$ cat config.mk
export PLATFORM = sky130hd
export DESIGN_NAME = asb_serial_top
export DESIGN_NICKNAME = d
export VERILOG_FILES = /design/src/asb_pkg.sv /design/src/asb_serial_top.sv
export VERILOG_INCLUDE_DIRS = /design/src
export SDC_FILE = /design/constraint.sdc
export NUM_CORES = 1
export LEC_CHECK = 0
export BUFFER_PORTS_ARGS = -buffer_cell sky130_fd_sc_hd__buf_2
export CORE_MARGIN = 2
export CORE_UTILIZATION = 59
export CTS_BUF_LIST = sky130_fd_sc_hd__clkbuf_4 sky130_fd_sc_hd__clkbuf_8
export DETAILED_ROUTE_END_ITERATION = 10
export GPL_TIMING_DRIVEN = 0
export PLACE_DENSITY_LB_ADDON = 0.15
export REMOVE_ABC_BUFFERS = 1
export SYNTH_ARGS = -nofsm -noshare
export SYNTH_HDL_FRONTEND = slang
export SYNTH_HIERARCHICAL = 1
export SYNTH_SLANG_ARGS = --single-unit
$ cat constraint.sdc
create_clock -name ref_clk -period 5.9 [get_ports ref_clk]
set_input_delay 0.885 -clock ref_clk [delete_from_list [all_inputs] [get_ports ref_clk]]
set_output_delay 0.885 -clock ref_clk [all_outputs]
set_load 0.005 [all_outputs]
$ cat src/asb_consts.svh
`ifndef ASB_CONSTS_SVH
`define ASB_CONSTS_SVH

// ****************************************
// Rate divider constants
// ****************************************
`define ASB_PR_SEL0 4'h1
`define ASB_PR_SEL1 4'h3
`define ASB_PR_SEL2 4'h4
`define ASB_PR_SEL3 4'hd
`define ASB_EXT_BYPASS 8'h00
`define ASB_DIV_RESET 19'h00000

// ****************************************
// Oversampling and frame constants
// ****************************************
`define ASB_LAST_TICK 4'hf
`define ASB_SAMPLE_FIRST 4'h7
`define ASB_SAMPLE_LAST 4'h9
`define ASB_START_TICK 4'h1
`define ASB_RX_LAST_BIT8 4'h7
`define ASB_RX_LAST_BIT9 4'h8
`define ASB_TX_LAST_BIT8 4'h9
`define ASB_TX_LAST_BIT9 4'ha
`define ASB_IDLE_TICKS8 8'ha0
`define ASB_IDLE_TICKS9 8'hb0

// ****************************************
// Buffer and reset values
// ****************************************
`define ASB_WORD_W 9
`define ASB_FIFO_DEPTH 8
`define ASB_LINE_IDLE 1'b1

`endif

$ cat src/asb_pkg.sv
package asb_pkg;

    // Receive frame phase
    typedef enum logic [1:0] {
        ph_idle = 2'b00,
        ph_start = 2'b01,
        ph_data = 2'b10,
        ph_stop = 2'b11
    } asb_rx_phase_t;

    // Rate setup: common prescale, separate divisor and extension per direction
    typedef struct packed {
        logic [1:0] common_prescale_sel;
        logic [2:0] tx_divisor_sel;
        logic [2:0] rx_divisor_sel;
        logic [7:0] tx_ext_prescale_reg;
        logic [7:0] rx_ext_prescale_reg;
    } asb_baud_t;

    // Frame format
    typedef struct packed {
        logic word9;
        logic parity_enable;
        logic odd_parity_select;
    } asb_fmt_t;

    // Interrupt enables
    typedef struct packed {
        logic tx_empty_irq_enable;
        logic tx_complete_irq_enable;
        logic rx_irq_enable;
        logic idle_irq_enable;
        logic parity_irq_enable;
    } asb_irq_en_t;

    // Status flags, most significant first
    typedef struct packed {
        logic tx_empty_flag;
        logic tx_complete_flag;
        logic rx_full_flag;
        logic idle_flag;
        logic overrun_flag;
        logic noise_flag;
        logic framing_flag;
        logic parity_error_flag;
    } asb_status_t;

    // Whole state of the serial core
    typedef struct packed {
        logic rx_meta;
        logic rx_sync;
        logic [18:0] tx_div;
        logic [18:0] rx_div;
        logic tx_busy;
        logic [3:0] tx_tick;
        logic [3:0] tx_bit;
        logic [10:0] tx_shift;
        logic tx_word9;
        logic tx_line;
        asb_rx_phase_t rx_ph;
        logic [3:0] rx_tick;
        logic [3:0] rx_bit;
        logic [8:0] rx_shift;
        asb_fmt_t rx_fmt;
        logic [2:0] votes;
        logic noise;
        logic [7:0] idle_cnt;
        logic idle_armed;
        logic mute;
        logic [8:0] rx_data;
        logic tx_complete;
        logic rx_full;
        logic idle_flag;
        logic overrun;
        logic noise_flag;
        logic framing;
        logic parity_err;
    } asb_state_t;

endpackage

$ cat src/asb_serial_top.sv
`include "asb_consts.svh"

// ****************************************
// Transmit word buffer
// ****************************************
module asb_fifo #(
    parameter int W = 9,
    parameter int DEPTH = 8
) (
    // Clock, reset, freeze
    input wire logic ref_clk,
    input wire logic reset,
    input wire logic en,
    // Fill side
    input wire logic in_valid,
    input wire logic [W-1:0] in_data,
    output logic in_ready,
    // Drain side
    output logic out_valid,
    output logic [W-1:0] out_data,
    input wire logic out_ready
);
    localparam int AW = $clog2(DEPTH);

    typedef struct packed {
        logic [DEPTH-1:0][W-1:0] mem;
        logic [AW-1:0] wr;
        logic [AW-1:0] rd;
        logic [AW:0] cnt;
    } asb_fifo_state_t;

    asb_fifo_state_t q;
    asb_fifo_state_t d;
    logic push;
    logic pop;

    // Ready drops while frozen so no word is claimed but not stored
    assign in_ready = en && (q.cnt != (AW+1)'(DEPTH));
    assign out_valid = en && (q.cnt != '0);
    assign out_data = q.mem[q.rd];
    assign push = in_valid && in_ready;
    assign pop = out_valid && out_ready;

    // Pointer and count update
    always_comb
    begin
        d = q;
        if (push)
        begin
            d.mem[q.wr] = in_data;
            d.wr = q.wr + 1'b1;
        end
        if (pop)
        begin
            d.rd = q.rd + 1'b1;
        end
        if (push && !pop)
        begin
            d.cnt = q.cnt + 1'b1;
        end
        else if (pop && !push)
        begin
            d.cnt = q.cnt - 1'b1;
        end
    end

    // State register
    always_ff @(posedge ref_clk)
    begin
        if (reset)
        begin
            q <= '0;
        end
        else
        begin
            q <= d;
        end
    end
endmodule

// ****************************************
// Serial core
// ****************************************
module asb_serial_top (
    // Clock, reset, freeze
    input wire logic ref_clk,
    input wire logic reset,
    input wire logic clk_en,
    input wire logic halt_mode,
    input wire logic wait_mode,
    // Rate and frame setup
    input wire asb_pkg::asb_baud_t baud_rate_reg,
    input wire asb_pkg::asb_fmt_t frame_fmt,
    input wire logic wake_method,
    input wire logic tx_enable,
    input wire logic rx_enable,
    // Mute control
    input wire logic mute_set,
    output logic mute_request,
    // Interrupts
    input wire asb_pkg::asb_irq_en_t irq_enable,
    input wire logic global_irq_mask,
    output logic irq,
    output logic wait_exit,
    // Transmit words
    input wire logic tx_valid,
    input wire logic [8:0] tx_data,
    output logic tx_ready,
    // Received word and status
    input wire logic rx_read,
    output logic [8:0] rx_data,
    output asb_pkg::asb_status_t status,
    // Serial lines
    input wire logic rx_line,
    output logic tx_line
);
    asb_pkg::asb_state_t q;
    asb_pkg::asb_state_t d;
    logic run;
    logic [18:0] tx_reload;
    logic [18:0] rx_reload;
    logic tx_tick_p;
    logic rx_tick_p;
    logic maj;
    logic uniform;
    logic take;
    logic fifo_out_valid;
    logic fifo_out_ready;
    logic [8:0] fifo_out_data;

    // Reload of one direction's tick counter: prescale times divisor times extension, less one
    function automatic logic [18:0] asb_reload(logic [1:0] ps, logic [2:0] ds, logic [7:0] ext);
        logic [3:0] pr;
        logic [7:0] e;
        logic [18:0] base;
        unique case (ps)
            2'h0: pr = `ASB_PR_SEL0;
            2'h1: pr = `ASB_PR_SEL1;
            2'h2: pr = `ASB_PR_SEL2;
            2'h3: pr = `ASB_PR_SEL3;
        endcase
        e = (ext == `ASB_EXT_BYPASS) ? 8'h01 : ext;
        base = {15'h0000, pr} << ds;
        asb_reload = 19'(base * {11'h000, e}) - 19'h00001;
    endfunction

    // Rate setup is read live; it is only safe because software holds it still
    assign tx_reload = asb_reload(baud_rate_reg.common_prescale_sel,
        baud_rate_reg.tx_divisor_sel, baud_rate_reg.tx_ext_prescale_reg);
    assign rx_reload = asb_reload(baud_rate_reg.common_prescale_sel,
        baud_rate_reg.rx_divisor_sel, baud_rate_reg.rx_ext_prescale_reg);

    // Halt stops everything; wait mode is deliberately not looked at here
    assign run = clk_en && !halt_mode;
    assign tx_tick_p = run && tx_enable && (q.tx_div == `ASB_DIV_RESET);
    assign rx_tick_p = run && rx_enable && (q.rx_div == `ASB_DIV_RESET);
    assign maj = (q.votes[0] && q.votes[1]) || (q.votes[0] && q.votes[2])
        || (q.votes[1] && q.votes[2]);
    assign uniform = (q.votes == 3'h0) || (q.votes == 3'h7);
    assign fifo_out_ready = run && tx_enable && !q.tx_busy;
    assign take = fifo_out_valid && fifo_out_ready;

    asb_fifo #(
        .W(`ASB_WORD_W),
        .DEPTH(`ASB_FIFO_DEPTH)
    ) u_tx_fifo (
        .ref_clk(ref_clk),
        .reset(reset),
        .en(run),
        .in_valid(tx_valid),
        .in_data(tx_data),
        .in_ready(tx_ready),
        .out_valid(fifo_out_valid),
        .out_data(fifo_out_data),
        .out_ready(fifo_out_ready)
    );

    // Next state of the whole core
    always_comb
    begin
        logic [8:0] w;
        logic [8:0] word;
        logic msb;
        logic par_bad;
        logic frame_done;
        logic idle_evt;
        logic [7:0] idle_target;
        w = fifo_out_data;
        word = 9'h000;
        msb = 1'b0;
        par_bad = 1'b0;
        frame_done = 1'b0;
        idle_evt = 1'b0;
        idle_target = q.rx_fmt.word9 ? `ASB_IDLE_TICKS9 : `ASB_IDLE_TICKS8;
        d = q;
        if (run)
        begin
            // Two-stage line synchroniser
            d.rx_meta = rx_line;
            d.rx_sync = q.rx_meta;
            // Tick counters
            if (tx_enable)
            begin
                d.tx_div = tx_tick_p ? tx_reload : q.tx_div - 19'h00001;
            end
            if (rx_enable)
            begin
                d.rx_div = rx_tick_p ? rx_reload : q.rx_div - 19'h00001;
            end
            // Software clears first, so a hardware set in this cycle wins
            if (rx_read)
            begin
                d.rx_full = 1'b0;
                d.idle_flag = 1'b0;
                d.overrun = 1'b0;
                d.noise_flag = 1'b0;
                d.framing = 1'b0;
                d.parity_err = 1'b0;
            end
            if (tx_valid && tx_ready)
            begin
                d.tx_complete = 1'b0;
            end
            // Transmit: format latched per word, parity takes the msb place
            if (take)
            begin
                if (frame_fmt.parity_enable)
                begin
                    if (frame_fmt.word9)
                    begin
                        w[8] = ^w[7:0] ^ frame_fmt.odd_parity_select;
                    end
                    else
                    begin
                        w[7] = ^w[6:0] ^ frame_fmt.odd_parity_select;
                    end
                end
                d.tx_shift = frame_fmt.word9 ? {1'b1, w, 1'b0} : {2'b11, w[7:0], 1'b0};
                d.tx_word9 = frame_fmt.word9;
                d.tx_busy = 1'b1;
                d.tx_tick = 4'h0;
                d.tx_bit = 4'h0;
                d.tx_line = 1'b0;
            end
            else if (q.tx_busy && tx_tick_p)
            begin
                d.tx_tick = q.tx_tick + 4'h1;
                if (q.tx_tick == `ASB_LAST_TICK)
                begin
                    if (q.tx_bit == (q.tx_word9 ? `ASB_TX_LAST_BIT9 : `ASB_TX_LAST_BIT8))
                    begin
                        d.tx_busy = 1'b0;
                        d.tx_line = `ASB_LINE_IDLE;
                        d.tx_complete = !fifo_out_valid;
                    end
                    else
                    begin
                        d.tx_bit = q.tx_bit + 4'h1;
                        d.tx_shift = {1'b1, q.tx_shift[10:1]};
                        d.tx_line = q.tx_shift[1];
                    end
                end
            end
            // Receive
            if (rx_tick_p)
            begin
                if (q.rx_ph == asb_pkg::ph_idle)
                begin
                    if (!q.rx_sync)
                    begin
                        // Falling edge restarts the sample count
                        d.rx_ph = asb_pkg::ph_start;
                        d.rx_tick = `ASB_START_TICK;
                        d.noise = 1'b0;
                        d.idle_cnt = 8'h00;
                        d.rx_fmt = frame_fmt;
                    end
                    else if (q.idle_cnt != idle_target)
                    begin
                        d.idle_cnt = q.idle_cnt + 8'h01;
                        idle_evt = (d.idle_cnt == idle_target);
                    end
                end
                else
                begin
                    d.rx_tick = q.rx_tick + 4'h1;
                    if (q.rx_tick >= `ASB_SAMPLE_FIRST && q.rx_tick <= `ASB_SAMPLE_LAST)
                    begin
                        d.votes = {q.votes[1:0], q.rx_sync};
                    end
                    if (q.rx_tick == `ASB_LAST_TICK)
                    begin
                        d.noise = q.noise || !uniform;
                        unique case (q.rx_ph)
                            asb_pkg::ph_idle:
                            begin
                                d.rx_ph = asb_pkg::ph_idle;
                            end
                            asb_pkg::ph_start:
                            begin
                                d.rx_ph = maj ? asb_pkg::ph_idle : asb_pkg::ph_data;
                                d.rx_bit = 4'h0;
                            end
                            asb_pkg::ph_data:
                            begin
                                d.rx_shift = {maj, q.rx_shift[8:1]};
                                d.rx_bit = q.rx_bit + 4'h1;
                                if (q.rx_bit == (q.rx_fmt.word9 ? `ASB_RX_LAST_BIT9
                                    : `ASB_RX_LAST_BIT8))
                                begin
                                    d.rx_ph = asb_pkg::ph_stop;
                                end
                            end
                            asb_pkg::ph_stop:
                            begin
                                frame_done = 1'b1;
                                d.rx_ph = asb_pkg::ph_idle;
                                d.idle_cnt = 8'h00;
                            end
                        endcase
                    end
                end
            end
            // Frame end: store, flag, or drop while muted
            if (frame_done)
            begin
                word = q.rx_fmt.word9 ? q.rx_shift : {1'b0, q.rx_shift[8:1]};
                // With parity on, the msb place holds parity, so the data msb sits one lower
                if (q.rx_fmt.parity_enable)
                begin
                    msb = q.rx_fmt.word9 ? word[7] : word[6];
                end
                else
                begin
                    msb = q.rx_fmt.word9 ? word[8] : word[7];
                end
                par_bad = q.rx_fmt.parity_enable
                    && ((^word) != q.rx_fmt.odd_parity_select);
                if (!q.mute || (wake_method && msb))
                begin
                    d.mute = 1'b0;
                    if (q.rx_full)
                    begin
                        d.overrun = 1'b1;
                    end
                    else
                    begin
                        d.rx_data = word;
                        d.rx_full = 1'b1;
                        d.idle_armed = 1'b1;
                        d.noise_flag = d.noise;
                        d.framing = !maj;
                        d.parity_err = par_bad;
                    end
                end
            end
            // Idle line: under idle wake, wakes a muted receiver silently; else flags once if not muted
            if (idle_evt)
            begin
                if (q.mute && !wake_method)
                begin
                    d.mute = 1'b0;
                end
                else if (!q.mute && q.idle_armed)
                begin
                    d.idle_flag = 1'b1;
                    d.idle_armed = 1'b0;
                end
            end
            // Software request wins; a late write re-mutes, hence no writes while muted
            if (mute_set)
            begin
                d.mute = 1'b1;
            end
        end
    end

    // State register
    always_ff @(posedge ref_clk)
    begin
        if (reset)
        begin
            q <= '0;
            q.rx_meta <= `ASB_LINE_IDLE;
            q.rx_sync <= `ASB_LINE_IDLE;
            q.tx_line <= `ASB_LINE_IDLE;
        end
        else
        begin
            q <= d;
        end
    end

    // Status view and interrupt line
    always_comb
    begin
        status.tx_empty_flag = tx_ready;
        status.tx_complete_flag = q.tx_complete;
        status.rx_full_flag = q.rx_full;
        status.idle_flag = q.idle_flag;
        status.overrun_flag = q.overrun;
        status.noise_flag = q.noise_flag;
        status.framing_flag = q.framing;
        status.parity_error_flag = q.parity_err;
    end

    // Noise and framing raise nothing: they arrive together with the full flag
    assign irq = !global_irq_mask && ((irq_enable.tx_empty_irq_enable && tx_ready)
        || (irq_enable.tx_complete_irq_enable && q.tx_complete)
        || (irq_enable.rx_irq_enable && (q.rx_full || q.overrun))
        || (irq_enable.idle_irq_enable && q.idle_flag)
        || (irq_enable.parity_irq_enable && q.parity_err));
    assign wait_exit = wait_mode && irq;
    assign mute_request = q.mute;
    assign rx_data = q.rx_data;
    assign tx_line = q.tx_line;
endmodule

==> flow_metrics.env <==
export IMPL_cts_max_level=4
export IMPL_yosys_top_cells_area="dfxtp_1 24%, fa_1 15%, ha_1 8.4%, mux2i_1 6.8%, inv_1 5.2%"
export IMPL_die_area_mm2=0.0290
export IMPL_yosysSeqAreaShare=0.239
export IMPL_max_cap_violations=0
export IMPL_synth_yosys_warnings=6
export IMPL_synth_seq_cells=195
export IMPL_status="complete, no violations"
export IMPL_synthArstFlopShare=0
export IMPL_final_cells=2261
export IMPL_cp_required_ps=6230
export IMPL_cellPowerDensity_mw_per_mm2=246
export IMPL_port_buffers=75
export IMPL_final_max_slew_viol_count=0
export IMPL_num_vias=12900
export IMPL_synthAdderAreaFrac=0.230
export IMPL_drt_iter0_markers=692
export IMPL_cp_start_kind="input pin"
export IMPL_cp_common_cell="fa_1"
export IMPL_cp_max_fo=13
export IMPL_firstDrtPassIters=5
export IMPL_cts_sinks=195
export IMPL_fillers=2386
export IMPL_hold_slack_ps=469
export IMPL_cp_arrival_ps=5960
export IMPL_ys_flop_type="dfxtp_1"
export IMPL_drcViolationCount=0
export IMPL_avgViaCountPerCell=5.72
export IMPL_syn_avg_cell_area_um2=8.51
export IMPL_die_y_um=170
export IMPL_grt_use_total=0.255
export IMPL_wl_per_cell_um=15.6
export IMPL_synth_common_cells="224 x inv_1, 214 x nor2_1, 195 x dfxtp_1, 183 x nand2_1, 119 x fa_1"
export IMPL_rows=60
export IMPL_min_period_ps=5630
export IMPL_critPathCaptureType="register"
export IMPL_synthToLayoutAreaGrowth_pct=5.60
export IMPL_worst_slew_pin_slew_ps=1270
export IMPL_p_leak_uw=0.00744
export IMPL_drive_gt1_frac=0.102
export IMPL_worstHoldPathType="reg -> reg"
export IMPL_io_pins=76
export IMPL_criticalPathCategory="in -> reg"
export IMPL_synth_cell_types=77
export IMPL_clk_path_buf_depth=2
export IMPL_grt_pass1_wl_um=61100
export IMPL_synthDominantCellAreaShare=0.239
export IMPL_grt_antenna_before_repair=0
export IMPL_crit_slowest_cell="fa_1"
export IMPL_synthSimpleGateAreaFrac=0.203
export IMPL_yosysMostFrequentCell="inv_1"
export IMPL_fmax_mhz=178
export IMPL_drt_wl_total_um=35200
export IMPL_period_share=0.954
export IMPL_setup_viol_count_final=0
export IMPL_hold_viol=0
export IMPL_netlist_area_mm2=0.0163
export IMPL_synth_edf_count=0
export IMPL_fin_skew_ps=20.0
export IMPL_root_buffer="clkbuf_8"
export IMPL_place_gp_congestion=0.844
export IMPL_place_hpwl_um=25700
export IMPL_synth_compound_area_share=0.104
export IMPL_relSlewSlack=0.151
export IMPL_placedCellCount=2227
export IMPL_cp_top_family="adder cells"
export IMPL_max_stage_delay_ps=540
export IMPL_r2r_slack_ps=2020
export IMPL_postRouteAntennaNets=0
export IMPL_power_uw=4250
export IMPL_synth_xor_area_frac=0.0360
export IMPL_layout_nets=2190
export IMPL_numCtsBuffers=17
export IMPL_ir_worst_vdd_uv=211
export IMPL_syn_inst=1918
export IMPL_core_area_mm2=0.0270
export IMPL_yosys_mux_area_fraction=0.101
export IMPL_crit_buf_inv=3
export IMPL_start_util=0.604
export IMPL_worstPathCellList="buf_4 > nor2b_4 > a21oi_1 > nor2_2 > a21oi_1 > a21o_2 > and2_1 > fa_1 > fa_1 > fa_1 > inv_1 > fa_1 > inv_1 > ha_1 > nor4_1 > nand2_1 > o21ai_1 > o22ai_1 > o41ai_2 > o311ai_0"
export IMPL_clk_pin_slew_ps=100
export IMPL_clk_latency_ps=480
export IMPL_fp_dieW_um=170
export IMPL_synth_top_family_by_area="adder cells"
export IMPL_antenna_diode_count=0
export IMPL_tritoncts="yes"
export IMPL_grt_max_degree=111
export IMPL_synth_top_cell_by_area="dfxtp_1"
export IMPL_grt_ovfl_total=0
export IMPL_grt_pass1_vias=13000
[state kept, by name (all words and copies together) (netlist names)]
signal and flops:
q 95, u_tx_fifo/q 82, mute_request 1, rx_data 9, tx_line 1, status 7
[power breakdown]
part	switching, µW	internal (µW)
Combinational	1170	824
Sequential	36.8	1350
Clock	503	365
Total	1710	2540
[final cells by class]
type                       count  area (µm²)  area share
sequential                   195        3900       0.226
multi-input combinational   1388       11200       0.651
inverter                     224         841      0.0488
timing repair buffer          82         463      0.0269
clock buffer                  19         262      0.0152
clock inverter                12         123     0.00711
tap                          341         427      0.0248
[stage by stage]
step	utilization	setup WS [ps]	area (µm²)	TNS [ps]
global route	0.638	-15.5	17200	-15.5
finish	0.638	274	17200	0
detailed placement	0.615	-896	16600	-9500
floorplan	-	201	15800	0
CTS	0.631	3.34	17000	0
global placement	0.612	-905	16600	-9780
[cells in the final DEF (no fill, tap or decap), types with 28 or more instances in the layout]
cell type and n:
a21oi_1 93, nand3_1 35, a211oi_1 31, ha_1 108, fa_1 119, xor2_1 28
nor3_1 41, inv_1 224, o21ai_0 47, nor2_1 209, nand2_1 182, mux2i_1 111
xnor2_1 39, and2_1 72, buf_2 72, dfxtp_1 195
[logic make-up after synthesis]
family                     count (synthesis)
and+or+nand+nor                          682
buffers and inverters                    335
AOI/OAI and AO/OA                        270
adders and majority gates                229
DFF                                      195
muxes                                    140
xor gates and xnor gates                  67
[worst min-delay path, delay by kind of cell, from the launching register on]
kind             cells  cell delay (ps)
AND/OR/NAND/NOR      2              110
flip-flops           1              330
[final timing paths]
check / startpoint / endpoint / cells past startpoint
max: baud_rate_reg[23] / q[111]$_SDFFE_PP0P_ / 20
min: q[64]$_SDFFE_PP0P_ / q[64]$_SDFFE_PP0P_ / 2
max reg2reg: q[81]$_SDFFE_PP0P_ / q[35]$_SDFFE_PP0P_ / 7
min reg2reg: q[64]$_SDFFE_PP0P_ / q[64]$_SDFFE_PP0P_ / 2
[timing repair]
action                                  in CTS  in global routing
hold endpoints to repair                     0                  0
resized for setup                            7                 38
hold buffers                                 0                  0
buffers inserted                             0                  3
endpoints found under the setup margin       6                 16
pin swaps                                    0                  4
[routing by layer]
metal,part of all wire,vias up,track usage
met2,0.49,249,0.442
li1,-,6367,-
met1,0.46,6261,0.339
met4,0.014,0,0.0557
met3,0.037,49,0.0356
met5,0,-,0
(Power assumes the default switching activity.)
